File: src/dtm_params.svh
// Constants of the display timing and mode decoder: word fields, mode
// codes, phase numbers, reset values and clock ratios.
// Assumes it is included by the package and by the decoder module.
`ifndef DTM_PARAMS_SVH
`define DTM_PARAMS_SVH

// ---------------------------------------------------------------------
// Clock rates and derived divider counts
// ---------------------------------------------------------------------
`define DTM_REF_CLK_HZ    40000000
`define DTM_XTAL_HZ       20000000
`define DTM_ANALOG_HZ     10000000
`define DTM_DISPLAY_HZ    5000000
`define DTM_DIV_W         3
`define DTM_DIV_LAST      3'((`DTM_REF_CLK_HZ / `DTM_DISPLAY_HZ) - 1)
`define DTM_DIV_STEP      3'h1

// ---------------------------------------------------------------------
// Fetched word layout
// ---------------------------------------------------------------------
`define DTM_WORD_W        16
`define DTM_BIT_INSTR     15
`define DTM_BIT_CTRL      14
`define DTM_FIELD_HI      13
`define DTM_FIELD_LO      11
`define DTM_MODE_W        3
`define DTM_CODE_W        4

// ---------------------------------------------------------------------
// Graphic mode codes (data mode register)
// ---------------------------------------------------------------------
`define DTM_GM_CHAR       3'h0
`define DTM_GM_SVECT      3'h1
`define DTM_GM_LVECT      3'h2
`define DTM_GM_POINT      3'h3
`define DTM_GM_GRAPHX     3'h4
`define DTM_GM_GRAPHY     3'h5
`define DTM_GM_RELPT      3'h6
`define DTM_GM_SPARE      3'h7

// ---------------------------------------------------------------------
// Control mode codes (control mode register)
// ---------------------------------------------------------------------
`define DTM_CM_SETGRAPH   3'h0
`define DTM_CM_SPARE_LO   3'h1
`define DTM_CM_SPARE_HI   3'h3
`define DTM_CM_JUMP       3'h4
`define DTM_CM_NOOP       3'h5
`define DTM_CM_STATA      3'h6
`define DTM_CM_STATB      3'h7

// ---------------------------------------------------------------------
// Phase counter decode and reset values
// ---------------------------------------------------------------------
`define DTM_PH_STROBE     3'h0
`define DTM_PH_LOAD       3'h1
`define DTM_PH_INCR       3'h2
`define DTM_PH_FINAL      3'h3
`define DTM_PH_STEP       4'h1
`define DTM_CNT_W         4
`define DTM_CNT_RST       4'h0
`define DTM_MODE_RST      3'h0
`define DTM_PC_RST        16'h0000
`define DTM_PC_STEP       16'h0002
`define DTM_ONEHOT_BASE   16'h0001

`endif

File: src/dtm_pkg.sv
// Types of the display timing and mode decoder: sequencer states and the
// packed state record of the decoder.
// Assumes dtm_params.svh sits beside it on the include path.
`include "dtm_params.svh"

package dtm_pkg;

  // -------------------------------------------------------------------
  // Sequencer states; bit 0 is the start flag, bit 1 the clock gate.
  // -------------------------------------------------------------------
  typedef enum logic [1:0] {
    DTM_SEQ_IDLE  = 2'b00,
    DTM_SEQ_ARMED = 2'b01,
    DTM_SEQ_RUN   = 2'b11
  } dtm_seq_t;

  // -------------------------------------------------------------------
  // Whole state of the decoder, registered as one record.
  // -------------------------------------------------------------------
  typedef struct packed {
    logic                     arr_s1;
    logic                     arr_s2;
    logic                     arr_prev;
    logic                     rsq_s1;
    logic                     rsq_s2;
    logic                     rsq_prev;
    logic [`DTM_WORD_W-1:0]   bus_s1;
    logic [`DTM_WORD_W-1:0]   bus_s2;
    logic [`DTM_DIV_W-1:0]    div;
    logic                     clk10;
    logic                     clk5;
    dtm_seq_t                 seq;
    logic                     from_restart;
    logic [`DTM_CNT_W-1:0]    phase_cnt;
    logic                     strobe;
    logic                     load;
    logic                     incr;
    logic                     final_ph;
    logic [`DTM_WORD_W-1:0]   captured;
    logic [`DTM_MODE_W-1:0]   ctrl_mode;
    logic [`DTM_MODE_W-1:0]   data_mode;
    logic                     cont_flag;
    logic                     word_flag;
    logic                     jump_exp;
    logic                     jmp_word;
    logic [`DTM_WORD_W-1:0]   pc;
    logic                     fetch_req;
    logic                     op_start;
    logic                     hung;
    logic [`DTM_CODE_W-1:0]   mode_code;
    logic [15:0]              onehot;
  } dtm_state_t;

endpackage
File: src/dtm_decoder.sv
// Timing sequencer and mode decoder of a vector display processor.
// Assumes the fetched-word arrival, restart and bus data come from
// outside this clock domain; fetch_inhibit comes from logic on ref_clk.
//
// Behaviour
// RL1: Arrival or restart sets start flag, enables gate.
// RL2: Four one-clock phases: strobe, load, increment, final.
// RL3: Strobe phase captures bus word for decoding.
// RL4: Load phase loads mode registers, clears fetch request.
// RL5: Final phase requests fetch or starts decoded operation.
// RL6: Final phase clears start flag, sequencer goes idle.
// RL7: Restart sequences skip strobe and load phases.
// RL8: Derive 10 MHz and 5 MHz clocks by halving.
// RL9: Phase counter cleared before each sequence starts.
// RL10: Bit 15 set means instruction, else data.
// RL11: Bit 14 set means control, else graphic instruction.
// RL12: Control instruction loads control mode register only.
// RL13: Graphic instruction loads data mode, control zero.
// RL14: No mode register clocking while jump executes.
// RL15: Graphic codes: char, vectors, point, graphs, relpoint.
// RL16: Control codes: jump, no-op, status A, status B.
// RL17: Control code zero asserts graphic mode, fetches.
// RL18: Program never presents spare codes; they hang.
// RL19: Instruction strobe clears word flag, sets control flag.
// RL20: Data word clears control flag; flag selects register.
// RL21: Jump address word leaves control flag untouched.
// RL22: Four-bit mode code decodes to one output.
// RL23: Data words select data mode, instructions control.
// RL24: Reset: idle, counter, mode registers, flags cleared.
`timescale 1ns/100ps
`include "dtm_params.svh"
module dtm_decoder
(
  input  wire logic                     ref_clk,
  input  wire logic                     reset_n,
  input  wire logic                     fetched_word_arrived_n,
  input  wire logic                     internal_resequence_request,
  input  wire logic [`DTM_WORD_W-1:0]   bus_data,
  input  wire logic                     fetch_inhibit,
  output logic                          analog_clock_10mhz,
  output logic                          display_clock_5mhz,
  output logic                          sequence_start_flag,
  output logic                          sequence_clock_gate,
  output logic [`DTM_CNT_W-1:0]         phase_counter,
  output logic                          strobe_phase,
  output logic                          register_load_phase,
  output logic                          increment_phase,
  output logic                          final_phase,
  output logic [`DTM_MODE_W-1:0]        control_mode,
  output logic [`DTM_MODE_W-1:0]        data_mode,
  output logic                          control_word_flag,
  output logic                          word_flag,
  output logic                          jump_target_expected,
  output logic [`DTM_CODE_W-1:0]        selected_mode_code,
  output logic [15:0]                   mode_onehot,
  output logic [`DTM_WORD_W-1:0]        display_program_counter,
  output logic                          fetch_request,
  output logic                          operation_start,
  output logic                          processor_hung
);

  // -------------------------------------------------------------------
  // Reset release
  // -------------------------------------------------------------------
  logic       rst_meta_reg;
  logic       rst_n_sync;

  // Reset asserts at once but leaves on the clock, so no flop of the
  // state record sees a release close to an edge.
  always_ff @(posedge ref_clk or negedge reset_n)
  begin
    if (!reset_n)
    begin
      rst_meta_reg <= 1'b0;
      rst_n_sync   <= 1'b0;
    end
    else
    begin
      rst_meta_reg <= 1'b1;
      rst_n_sync   <= rst_meta_reg;
    end
  end

  // -------------------------------------------------------------------
  // State record
  // -------------------------------------------------------------------
  dtm_pkg::dtm_state_t  st_reg;
  dtm_pkg::dtm_state_t  st_next;

  // Next state: synchronisers, divider, sequencer and decoder in one.
  always_comb
  begin
    logic                    en5;
    logic                    arrive;
    logic                    restart;
    logic [`DTM_MODE_W-1:0]  field;
    logic                    spare;
    en5     = (st_reg.div == `DTM_DIV_LAST);
    arrive  = st_reg.arr_prev && !st_reg.arr_s2;
    restart = st_reg.rsq_s2 && !st_reg.rsq_prev;
    field   = st_reg.captured[`DTM_FIELD_HI:`DTM_FIELD_LO];
    spare   = st_reg.cont_flag
              ? (st_reg.ctrl_mode >= `DTM_CM_SPARE_LO &&
                 st_reg.ctrl_mode <= `DTM_CM_SPARE_HI)
              : (st_reg.data_mode == `DTM_GM_SPARE);
    st_next = st_reg;

    // Pin inputs pass two stages; edges compare the second stage with a delayed copy.
    st_next.arr_s1   = fetched_word_arrived_n;
    st_next.arr_s2   = st_reg.arr_s1;
    st_next.arr_prev = st_reg.arr_s2;
    st_next.rsq_s1   = internal_resequence_request;
    st_next.rsq_s2   = st_reg.rsq_s1;
    st_next.rsq_prev = st_reg.rsq_s2;
    st_next.bus_s1   = bus_data;
    st_next.bus_s2   = st_reg.bus_s1;

    // The 40 MHz clock stands in for the 20 MHz crystal; divider bits
    // give the halved clocks, and the wrap is the display clock enable.
    st_next.div   = st_reg.div + `DTM_DIV_STEP;                 // [RL8]
    st_next.clk10 = st_next.div[1];                            // [RL8]
    st_next.clk5  = st_next.div[2];                            // [RL8]

    // Phase pulses last one ref_clk cycle.
    st_next.strobe   = 1'b0;
    st_next.load     = 1'b0;
    st_next.incr     = 1'b0;
    st_next.final_ph = 1'b0;
    st_next.op_start = 1'b0;

    case (st_reg.seq)
      dtm_pkg::DTM_SEQ_IDLE:
      begin
        // A hung processor ignores further triggers until reset.
        if ((arrive || restart) && !st_reg.hung)
        begin
          st_next.seq          = dtm_pkg::DTM_SEQ_ARMED;        // [RL1]
          st_next.phase_cnt    = `DTM_CNT_RST;                  // [RL9]
          st_next.from_restart = !arrive;                       // [RL7]
        end
      end
      dtm_pkg::DTM_SEQ_ARMED:
      begin
        // The gate opens on a display clock edge, like a primed J-K.
        if (en5)
        begin
          st_next.seq = dtm_pkg::DTM_SEQ_RUN;                   // [RL1]
        end
      end
      dtm_pkg::DTM_SEQ_RUN:
      begin
        if (en5)
        begin
          st_next.phase_cnt = st_reg.phase_cnt + `DTM_PH_STEP;  // [RL2]
          case (st_reg.phase_cnt[2:0])
            `DTM_PH_STROBE:
            begin
              if (!st_reg.from_restart)                         // [RL7]
              begin
                st_next.strobe   = 1'b1;                        // [RL2]
                st_next.captured = st_reg.bus_s2;               // [RL3]
                if (st_reg.jump_exp)
                begin
                  // Address word: the flags keep their state.  [RL21]
                  st_next.cont_flag = st_reg.cont_flag;
                end
                else if (st_reg.bus_s2[`DTM_BIT_INSTR])         // [RL10]
                begin
                  st_next.word_flag = 1'b0;                     // [RL19]
                  st_next.cont_flag = 1'b1;                     // [RL19]
                end
                else
                begin
                  // Data words alternate the word flag (X then Y).
                  st_next.cont_flag = 1'b0;                     // [RL20]
                  st_next.word_flag = !st_reg.word_flag;
                end
              end
            end
            `DTM_PH_LOAD:
            begin
              if (!st_reg.from_restart)                         // [RL7]
              begin
                st_next.load      = 1'b1;                       // [RL2]
                st_next.fetch_req = 1'b0;                       // [RL4]
                if (st_reg.jump_exp)
                begin
                  // Jump target: mode registers stay as they are.
                  st_next.pc       = st_reg.captured;           // [RL14]
                  st_next.jmp_word = 1'b1;
                  st_next.jump_exp = 1'b0;
                end
                else if (st_reg.captured[`DTM_BIT_INSTR])       // [RL10]
                begin
                  if (st_reg.captured[`DTM_BIT_CTRL])           // [RL11]
                  begin
                    st_next.ctrl_mode = field;                  // [RL12]
                    st_next.jump_exp  = (field == `DTM_CM_JUMP); // [RL16]
                  end
                  else
                  begin
                    st_next.data_mode = field;                  // [RL13]
                    st_next.ctrl_mode = `DTM_CM_SETGRAPH;       // [RL13]
                  end
                end
              end
            end
            `DTM_PH_INCR:
            begin
              st_next.incr = 1'b1;                              // [RL2]
              // A loaded jump target is itself the next address.
              if (!st_reg.jmp_word)
              begin
                st_next.pc = st_reg.pc + `DTM_PC_STEP;          // [RL2]
              end
            end
            `DTM_PH_FINAL:
            begin
              st_next.final_ph = 1'b1;                          // [RL2]
              st_next.seq      = dtm_pkg::DTM_SEQ_IDLE;         // [RL6]
              st_next.jmp_word = 1'b0;
              if (spare && !st_reg.from_restart)
              begin
                // Spare codes stall everything, as the hardware did.
                st_next.hung = 1'b1;                            // [RL18]
              end
              else if (!st_reg.cont_flag && !st_reg.from_restart &&
                       !st_reg.jmp_word)
              begin
                st_next.op_start = 1'b1;                        // [RL5]
              end
              else if (!fetch_inhibit)
              begin
                st_next.fetch_req = 1'b1;                       // [RL5] [RL17]
              end
            end
            default:
            begin
              st_next.seq = dtm_pkg::DTM_SEQ_IDLE;
            end
          endcase
        end
      end
      default:
      begin
        st_next.seq = dtm_pkg::DTM_SEQ_IDLE;
      end
    endcase

    // Mode selector and one-of-sixteen decode, from the new registers.
    st_next.mode_code = {st_next.cont_flag,                     // [RL22]
                         st_next.cont_flag ? st_next.ctrl_mode  // [RL23]
                                           : st_next.data_mode};
    st_next.onehot    = `DTM_ONEHOT_BASE << st_next.mode_code; // [RL22] [RL15]
  end

  // Register the whole record; reset leaves every flag clear.
  always_ff @(posedge ref_clk or negedge rst_n_sync)
  begin
    if (!rst_n_sync)
    begin
      st_reg           <= '0;                                   // [RL24]
      st_reg.arr_s1    <= 1'b1;
      st_reg.arr_s2    <= 1'b1;
      st_reg.arr_prev  <= 1'b1;
      st_reg.seq       <= dtm_pkg::DTM_SEQ_IDLE;                // [RL24]
      st_reg.ctrl_mode <= `DTM_MODE_RST;                        // [RL24]
      st_reg.data_mode <= `DTM_MODE_RST;                        // [RL24]
      st_reg.pc        <= `DTM_PC_RST;
      st_reg.onehot    <= `DTM_ONEHOT_BASE;
    end
    else
    begin
      st_reg <= st_next;
    end
  end

  // -------------------------------------------------------------------
  // Outputs, each a field of the registered record
  // -------------------------------------------------------------------
  assign analog_clock_10mhz      = st_reg.clk10;
  assign display_clock_5mhz      = st_reg.clk5;
  assign sequence_start_flag     = st_reg.seq[0];
  assign sequence_clock_gate     = st_reg.seq[1];
  assign phase_counter           = st_reg.phase_cnt;
  assign strobe_phase            = st_reg.strobe;
  assign register_load_phase     = st_reg.load;
  assign increment_phase         = st_reg.incr;
  assign final_phase             = st_reg.final_ph;
  assign control_mode            = st_reg.ctrl_mode;
  assign data_mode               = st_reg.data_mode;
  assign control_word_flag       = st_reg.cont_flag;
  assign word_flag               = st_reg.word_flag;
  assign jump_target_expected    = st_reg.jump_exp;
  assign selected_mode_code      = st_reg.mode_code;
  assign mode_onehot             = st_reg.onehot;
  assign display_program_counter = st_reg.pc;
  assign fetch_request           = st_reg.fetch_req;
  assign operation_start         = st_reg.op_start;
  assign processor_hung          = st_reg.hung;
endmodule // dtm_decoder

File: config.mk
export PLATFORM = sky130hd
export DESIGN_NAME = dtm_decoder
export DESIGN_NICKNAME = d
export VERILOG_FILES = /design/src/dtm_pkg.sv /design/src/dtm_decoder.sv
export VERILOG_INCLUDE_DIRS = /design/src /design/src/src
export SDC_FILE = /design/constraint.sdc
export NUM_CORES = 1
export LEC_CHECK = 0
export BUFFER_PORTS_ARGS = -buffer_cell sky130_fd_sc_hd__buf_2
export CAP_MARGIN = 5
export CORE_ASPECT_RATIO = 1.2
export CORE_MARGIN = 4
export CORE_UTILIZATION = 25
export CTS_BUF_LIST = sky130_fd_sc_hd__clkbuf_4 sky130_fd_sc_hd__clkbuf_8
export DETAILED_ROUTE_END_ITERATION = 12
export GPL_TIMING_DRIVEN = 0
export PLACE_DENSITY = 0.47
export SLEW_MARGIN = 0
export SYNTH_ARGS = -nofsm -noshare
export SYNTH_HDL_FRONTEND = slang
export SYNTH_SLANG_ARGS = --single-unit
File: constraint.sdc
create_clock -name ref_clk -period 4.5 [get_ports ref_clk]
set_input_delay 0.675 -clock ref_clk [delete_from_list [all_inputs] [get_ports ref_clk]]
set_output_delay 0.675 -clock ref_clk [all_outputs]
set_load 0.005 [all_outputs]
# --- After elaboration in Yosys (flattened, before gate mapping) ---
# Index checks and enable logic that the tools add are counted.
word_totals:
  regBits: 121
  input_bits: 21
  out_inout_bits: 60
  elab_cells: 135
classes:
  add_sub_neg: 3
  magnitude_cmp: 2
  eq_ne: 18
  shifts: 1
  muxes: 44
  bitwise_logic: 2
  n_reduce_logical: 32
op_table:
  columns: ["cell", "count"]
  rows:
  - ["53-bit two-way mux", 1]
  - ["49-bit two-way mux", 1]
  - ["16-bit two-way mux", 3]
  - ["16-bit case mux with 2 select lines", 1]
  - ["6-bit two-way mux", 4]
  - ["2-bit inequality test (second input constant)", 10]
  - ["19-bit two-way mux", 1]
  - ["17-bit two-way mux", 1]
  - ["16-bit by 2-bit adder with 16-bit output (second input constant)", 1]
  - ["1-bit two-way mux", 16]
  - ["2-bit two-way mux", 8]
  - ["4-bit AND reduction", 4]
  - ["1-bit by 4-bit left shift with 16-bit output (first input constant)", 1]
  - ["5-bit AND reduction", 2]
  - ["3-bit equality test (second input constant)", 3]
  - ["3-bit two-way mux", 3]
  - ["1-bit zero test", 8]
  - ["4-bit case mux with 2 select lines", 1]
  - ["1-bit logical AND", 7]
  - ["7-bit two-way mux", 1]
  - ["7-bit AND reduction", 1]
  - ["3-bit by 2-bit equality test with 1-bit output (second input constant)", 2]
  - ["2-bit case mux with 3 select lines", 1]
  - ["6-bit AND reduction", 1]
  - ["other kinds (16)", 20]

# --- Logic depth before layout (Yosys ltp) ---
logic_depth:
  ltp_word: 10
  mapped_depth: 11
  depth_no_buf: 9

# --- Worst setup path before layout ---
# Ideal clock, no wire load.
synth_timing:
  kind: "reg2reg"
  startpoint: "register st_reg[79] (netlist bit)"
  endpoint: "register st_reg (netlist bit mode_onehot[13])"
  setup_time_ps: 86
  arrival_ps: 2673
  path_slack_ps: 1741
  stages_incl_launch_ff: 11
  path_buffers: 1
  period_less_slack_ps: 2759
  cell_sequence: "dfrtp_1 ha_1 ha_1 and3_1 buf_6 nand4b_4 mux2i_4 mux2_2 a221oi_4 inv_4 nor3_1"
synth_rtl:
  columns: ["item", "line", "rtl"]
  rows:
  - ["start: declaration", "dtm_decoder.sv:87", "dtm_pkg::dtm_state_t st_reg;"]
  - ["start signal: assignment", "dtm_decoder.sv:274", "st_reg <= st_next;"]

==> results.py <==
metrics = {
    "power": {
        "comb_power_share_pct": 20.9,
        "power.switching_uw": 1010,
        "power_density_nw_per_um2": 526,
        "leakage_uw": 0.00301,
        "vdd_drop_max_v": 0.000156,
        "power.total_uw": 3190,
        "p_int_uw": 2190,
        "power.switching_fraction_pct": 31.6,
        "p_clk_share_pct": 34.5,
        "seqPwrFrac_pct": 44.6,
    },
    "timing": {
        "max_freq_mhz": 320,
        "holdWs_ns": 0.341,
        "tightest_slew_ns": 0.816,
        "setup_viol": 0,
        "min_period_ns": 3.12,
        "relSlewSlack_pct": 45.6,
        "skew_ns": 0.0126,
        "tns_ns": 0,
        "rsz0062_at_grt": "no",
        "fin_crit_sh_pct": 69.4,
        "finalMaxSlewViolations": 0,
        "finalHoldViolations": 0,
        "worst_slack_ns": 1.38,
    },
    "placement": {
        "routabilityCongestion": 0.787,
        "portBuffers": 80,
        "post_dp_cell_area_sq_um": 5600,
        "dp_worst_setup_slack_ns": 1.35,
        "dp_hpwl_mm": 8.40,
    },
    "setup_path": {
        "worstPathArrival_ns": 3.47,
        "cp-end-kind": "flip-flop",
        "worstPathMaxFanout": 9,
        "crit_type": "reg2reg",
        "cp-start-kind": "flip-flop",
        "reg2reg_depth": 10,
        "crit_required_ns": 4.84,
    },
    "floorplanning": {
        "pin_count": 81,
        "core_sq_um": 19000,
        "num_rows": 55,
        "die_y_um": 161,
        "dieArea_sq_um": 21700,
        "die_w_um": 135,
        "start_util_pct": 25.5,
    },
    "logic_synthesis": {
        "ys_ff_latch": 118,
        "ys_types": 44,
        "synth_top_area_share_pct": 58.8,
        "synth_top_area_cell": "dfrtp_1",
        "synth.top_cells.by_area": "dfrtp_1 59%, buf_4 7.1%, nand2_1 5.7%, o21ai_0 3.3%, a21oi_1 2.8%",
        "synth-seq-area-share_pct": 61.0,
        "ys_warn_count": 0,
        "synth_fp_nets": 473,
        "synthesis.area_sq_um": 4850,
        "ys.flop_type": "dfrtp_1",
        "syn_inst": 444,
        "synthArstFlopShare_pct": 100,
        "synth_edf_count": 0,
        "avgSynthCellArea_sq_um": 10.9,
    },
    "clocking": {
        "numCtsBuffers": 17,
        "cts.path.max_buffers": 2,
        "cts.sinks": 118,
        "htreeDepth": 4,
        "cts_tree": "yes",
        "path_clk_slew_ns": 0.08,
        "clock-root-buffer": "clkbuf_8",
        "clkLatencyLatePin_ns": 0.43,
    },
    "global_routing": {
        "grt-ovfl-total": 0,
        "grt_pass1_vias": 3694,
        "grt_max_degree": 63,
        "grt_usage_pct": 11.2,
        "antenna_found_initial": 0,
        "grt_pass1_wl_mm": 19.1,
    },
    "run": {
        "cap_violations": 0,
    },
    "finish": {
        "area_growth_pct": 25.1,
        "num-nets-final": 574,
        "antenna_cells": 0,
        "fin_area_sq_um": 6070,
        "n_fill_cell": 1987,
        "drive_gt1_share_pct": 32.1,
        "largest_reg_flops": 38,
    },
    "detailed_routing": {
        "drc_errors": 0,
        "wl_per_cell_um": 14.2,
        "wl_mm": 11.5,
        "dr.first_iter.drc_count": 212,
        "viasPerCell": 4.23,
        "num_vias": 3444,
        "firstDrtPassIters": 4,
        "ant_nets": 0,
    },
    "run_status": {
        "run_status": "finished, final reports clean",
    },
    "worst_hold_path": {
        "whs_path_depth": 1,
        "hp-class": "in2reg",
    },
}
[cell families (layout without fill, tap and decap cells)]
family | after synthesis | count (layout) | synth area share (%)
other | 1 | 1 | 0.0773
xor gates and xnor gates | 1 | 1 | 0.181
adders and majority gates | 8 | 8 | 2.06
muxes | 9 | 9 | 2.27
buffers and inverters | 76 | 190 | 9.70
AOI/OAI and AO/OA | 80 | 80 | 10.1
DFF | 118 | 118 | 61.0
and+or+nand+nor | 151 | 151 | 14.6
[repair_timing]
item / CTS / global route
resized for setup: 0 / 0
endpoints found under the hold margin: 2 / 0
setup buffers: 0 / 0
setup endpoints to repair: 0 / 0
hold buffers: 1 / 0
[placed cells by master (no fill, tap or decap), types with 4 or more instances in the layout]
cell,instances
dfstp_2,4
clkbuf_8,19
nand2_1,74
nor2_1,17
nor3b_1,4
a31oi_1,6
inv_1,14
clkbuf_1,11
nand2b_1,5
inv_6,5
mux2_2,6
a21oi_1,27
nand4b_1,4
dfrtp_1,113
nand3_1,9
nor3_1,25
buf_2,80
bufinv_16,4
o21ai_0,32
ha_1,8
buf_4,46
[cell type report]
class	instances	area [sq um]	share of cell area, %
sequential	118	2960	48.8
multi-input combinational	250	1420	23.4
timing repair buffer	82	438	7.22
buffer	59	402	6.62
tap	256	320	5.28
clock buffer	20	269	4.43
clock inverter	12	188	3.09
inverter	17	68.8	1.13
[critical path, stage by stage, from the launching register on]
cell and delay [ns]:
dfrtp_1 0.38, ha_1 0.20, ha_1 0.22, and3_1 0.20, buf_6 0.14, nand4b_4 0.13, mux2i_4 0.48, mux2_2 0.42
a221oi_4 0.50, inv_4 0.12, nor3_1 0.24
[power by group through the flow]
stage	clock (uW)	combinational (uW)	sequential, uW
after floorplan	0	457	1380
after global placement	0	646	1450
after detailed placement	0	675	1440
after CTS	1150	680	1420
after global routing	1190	756	1450
final	1100	668	1420
[metal layers]
metal / vias up / share of wire, % / wire length (um) / global-route usage, %
li1: 1667 / - / - / -
met1: 1672 / 43 / 5000 / 14.0
met2: 86 / 50 / 5720 / 17.8
met3: 19 / 4.6 / 529 / 3.38
met4: 0 / 2.4 / 278 / 5.45
met5: - / 0 / 0 / 0
[final timing paths]
check	to	startpoint	slack (ns)
max	mode_onehot[5]	st_reg[79]	1.38
min	st_next[117]	fetched_word_arrived_n	0.34
max reg2reg	mode_onehot[5]	st_reg[79]	1.38
min reg2reg	st_reg[92]	st_next[92]	0.35
max in group asynchronous	st_next[117]	rst_n_sync	3.27
min in group asynchronous	mode_onehot[7]	rst_n_sync	0.41
[per-stage QoR]
step,instances,utilization [%]
6_report,814,31.9
2_1_floorplan,444,-
4_1_cts,814,31.9
5_1_grt,814,31.9
3_5_place_dp,781,29.5
3_3_place_gp,780,29.3
[cell usage after synthesis (all sizes together), types with 8 or more instances]
master / instances
dfrtp: 114
nand2: 74
buf: 48
o21ai: 32
a21oi: 27
nor3: 25
nor2: 17
inv: 16
clkbuf: 11
nand3: 9
ha: 8
No activity file was read; power rests on OpenSTA's default activity.
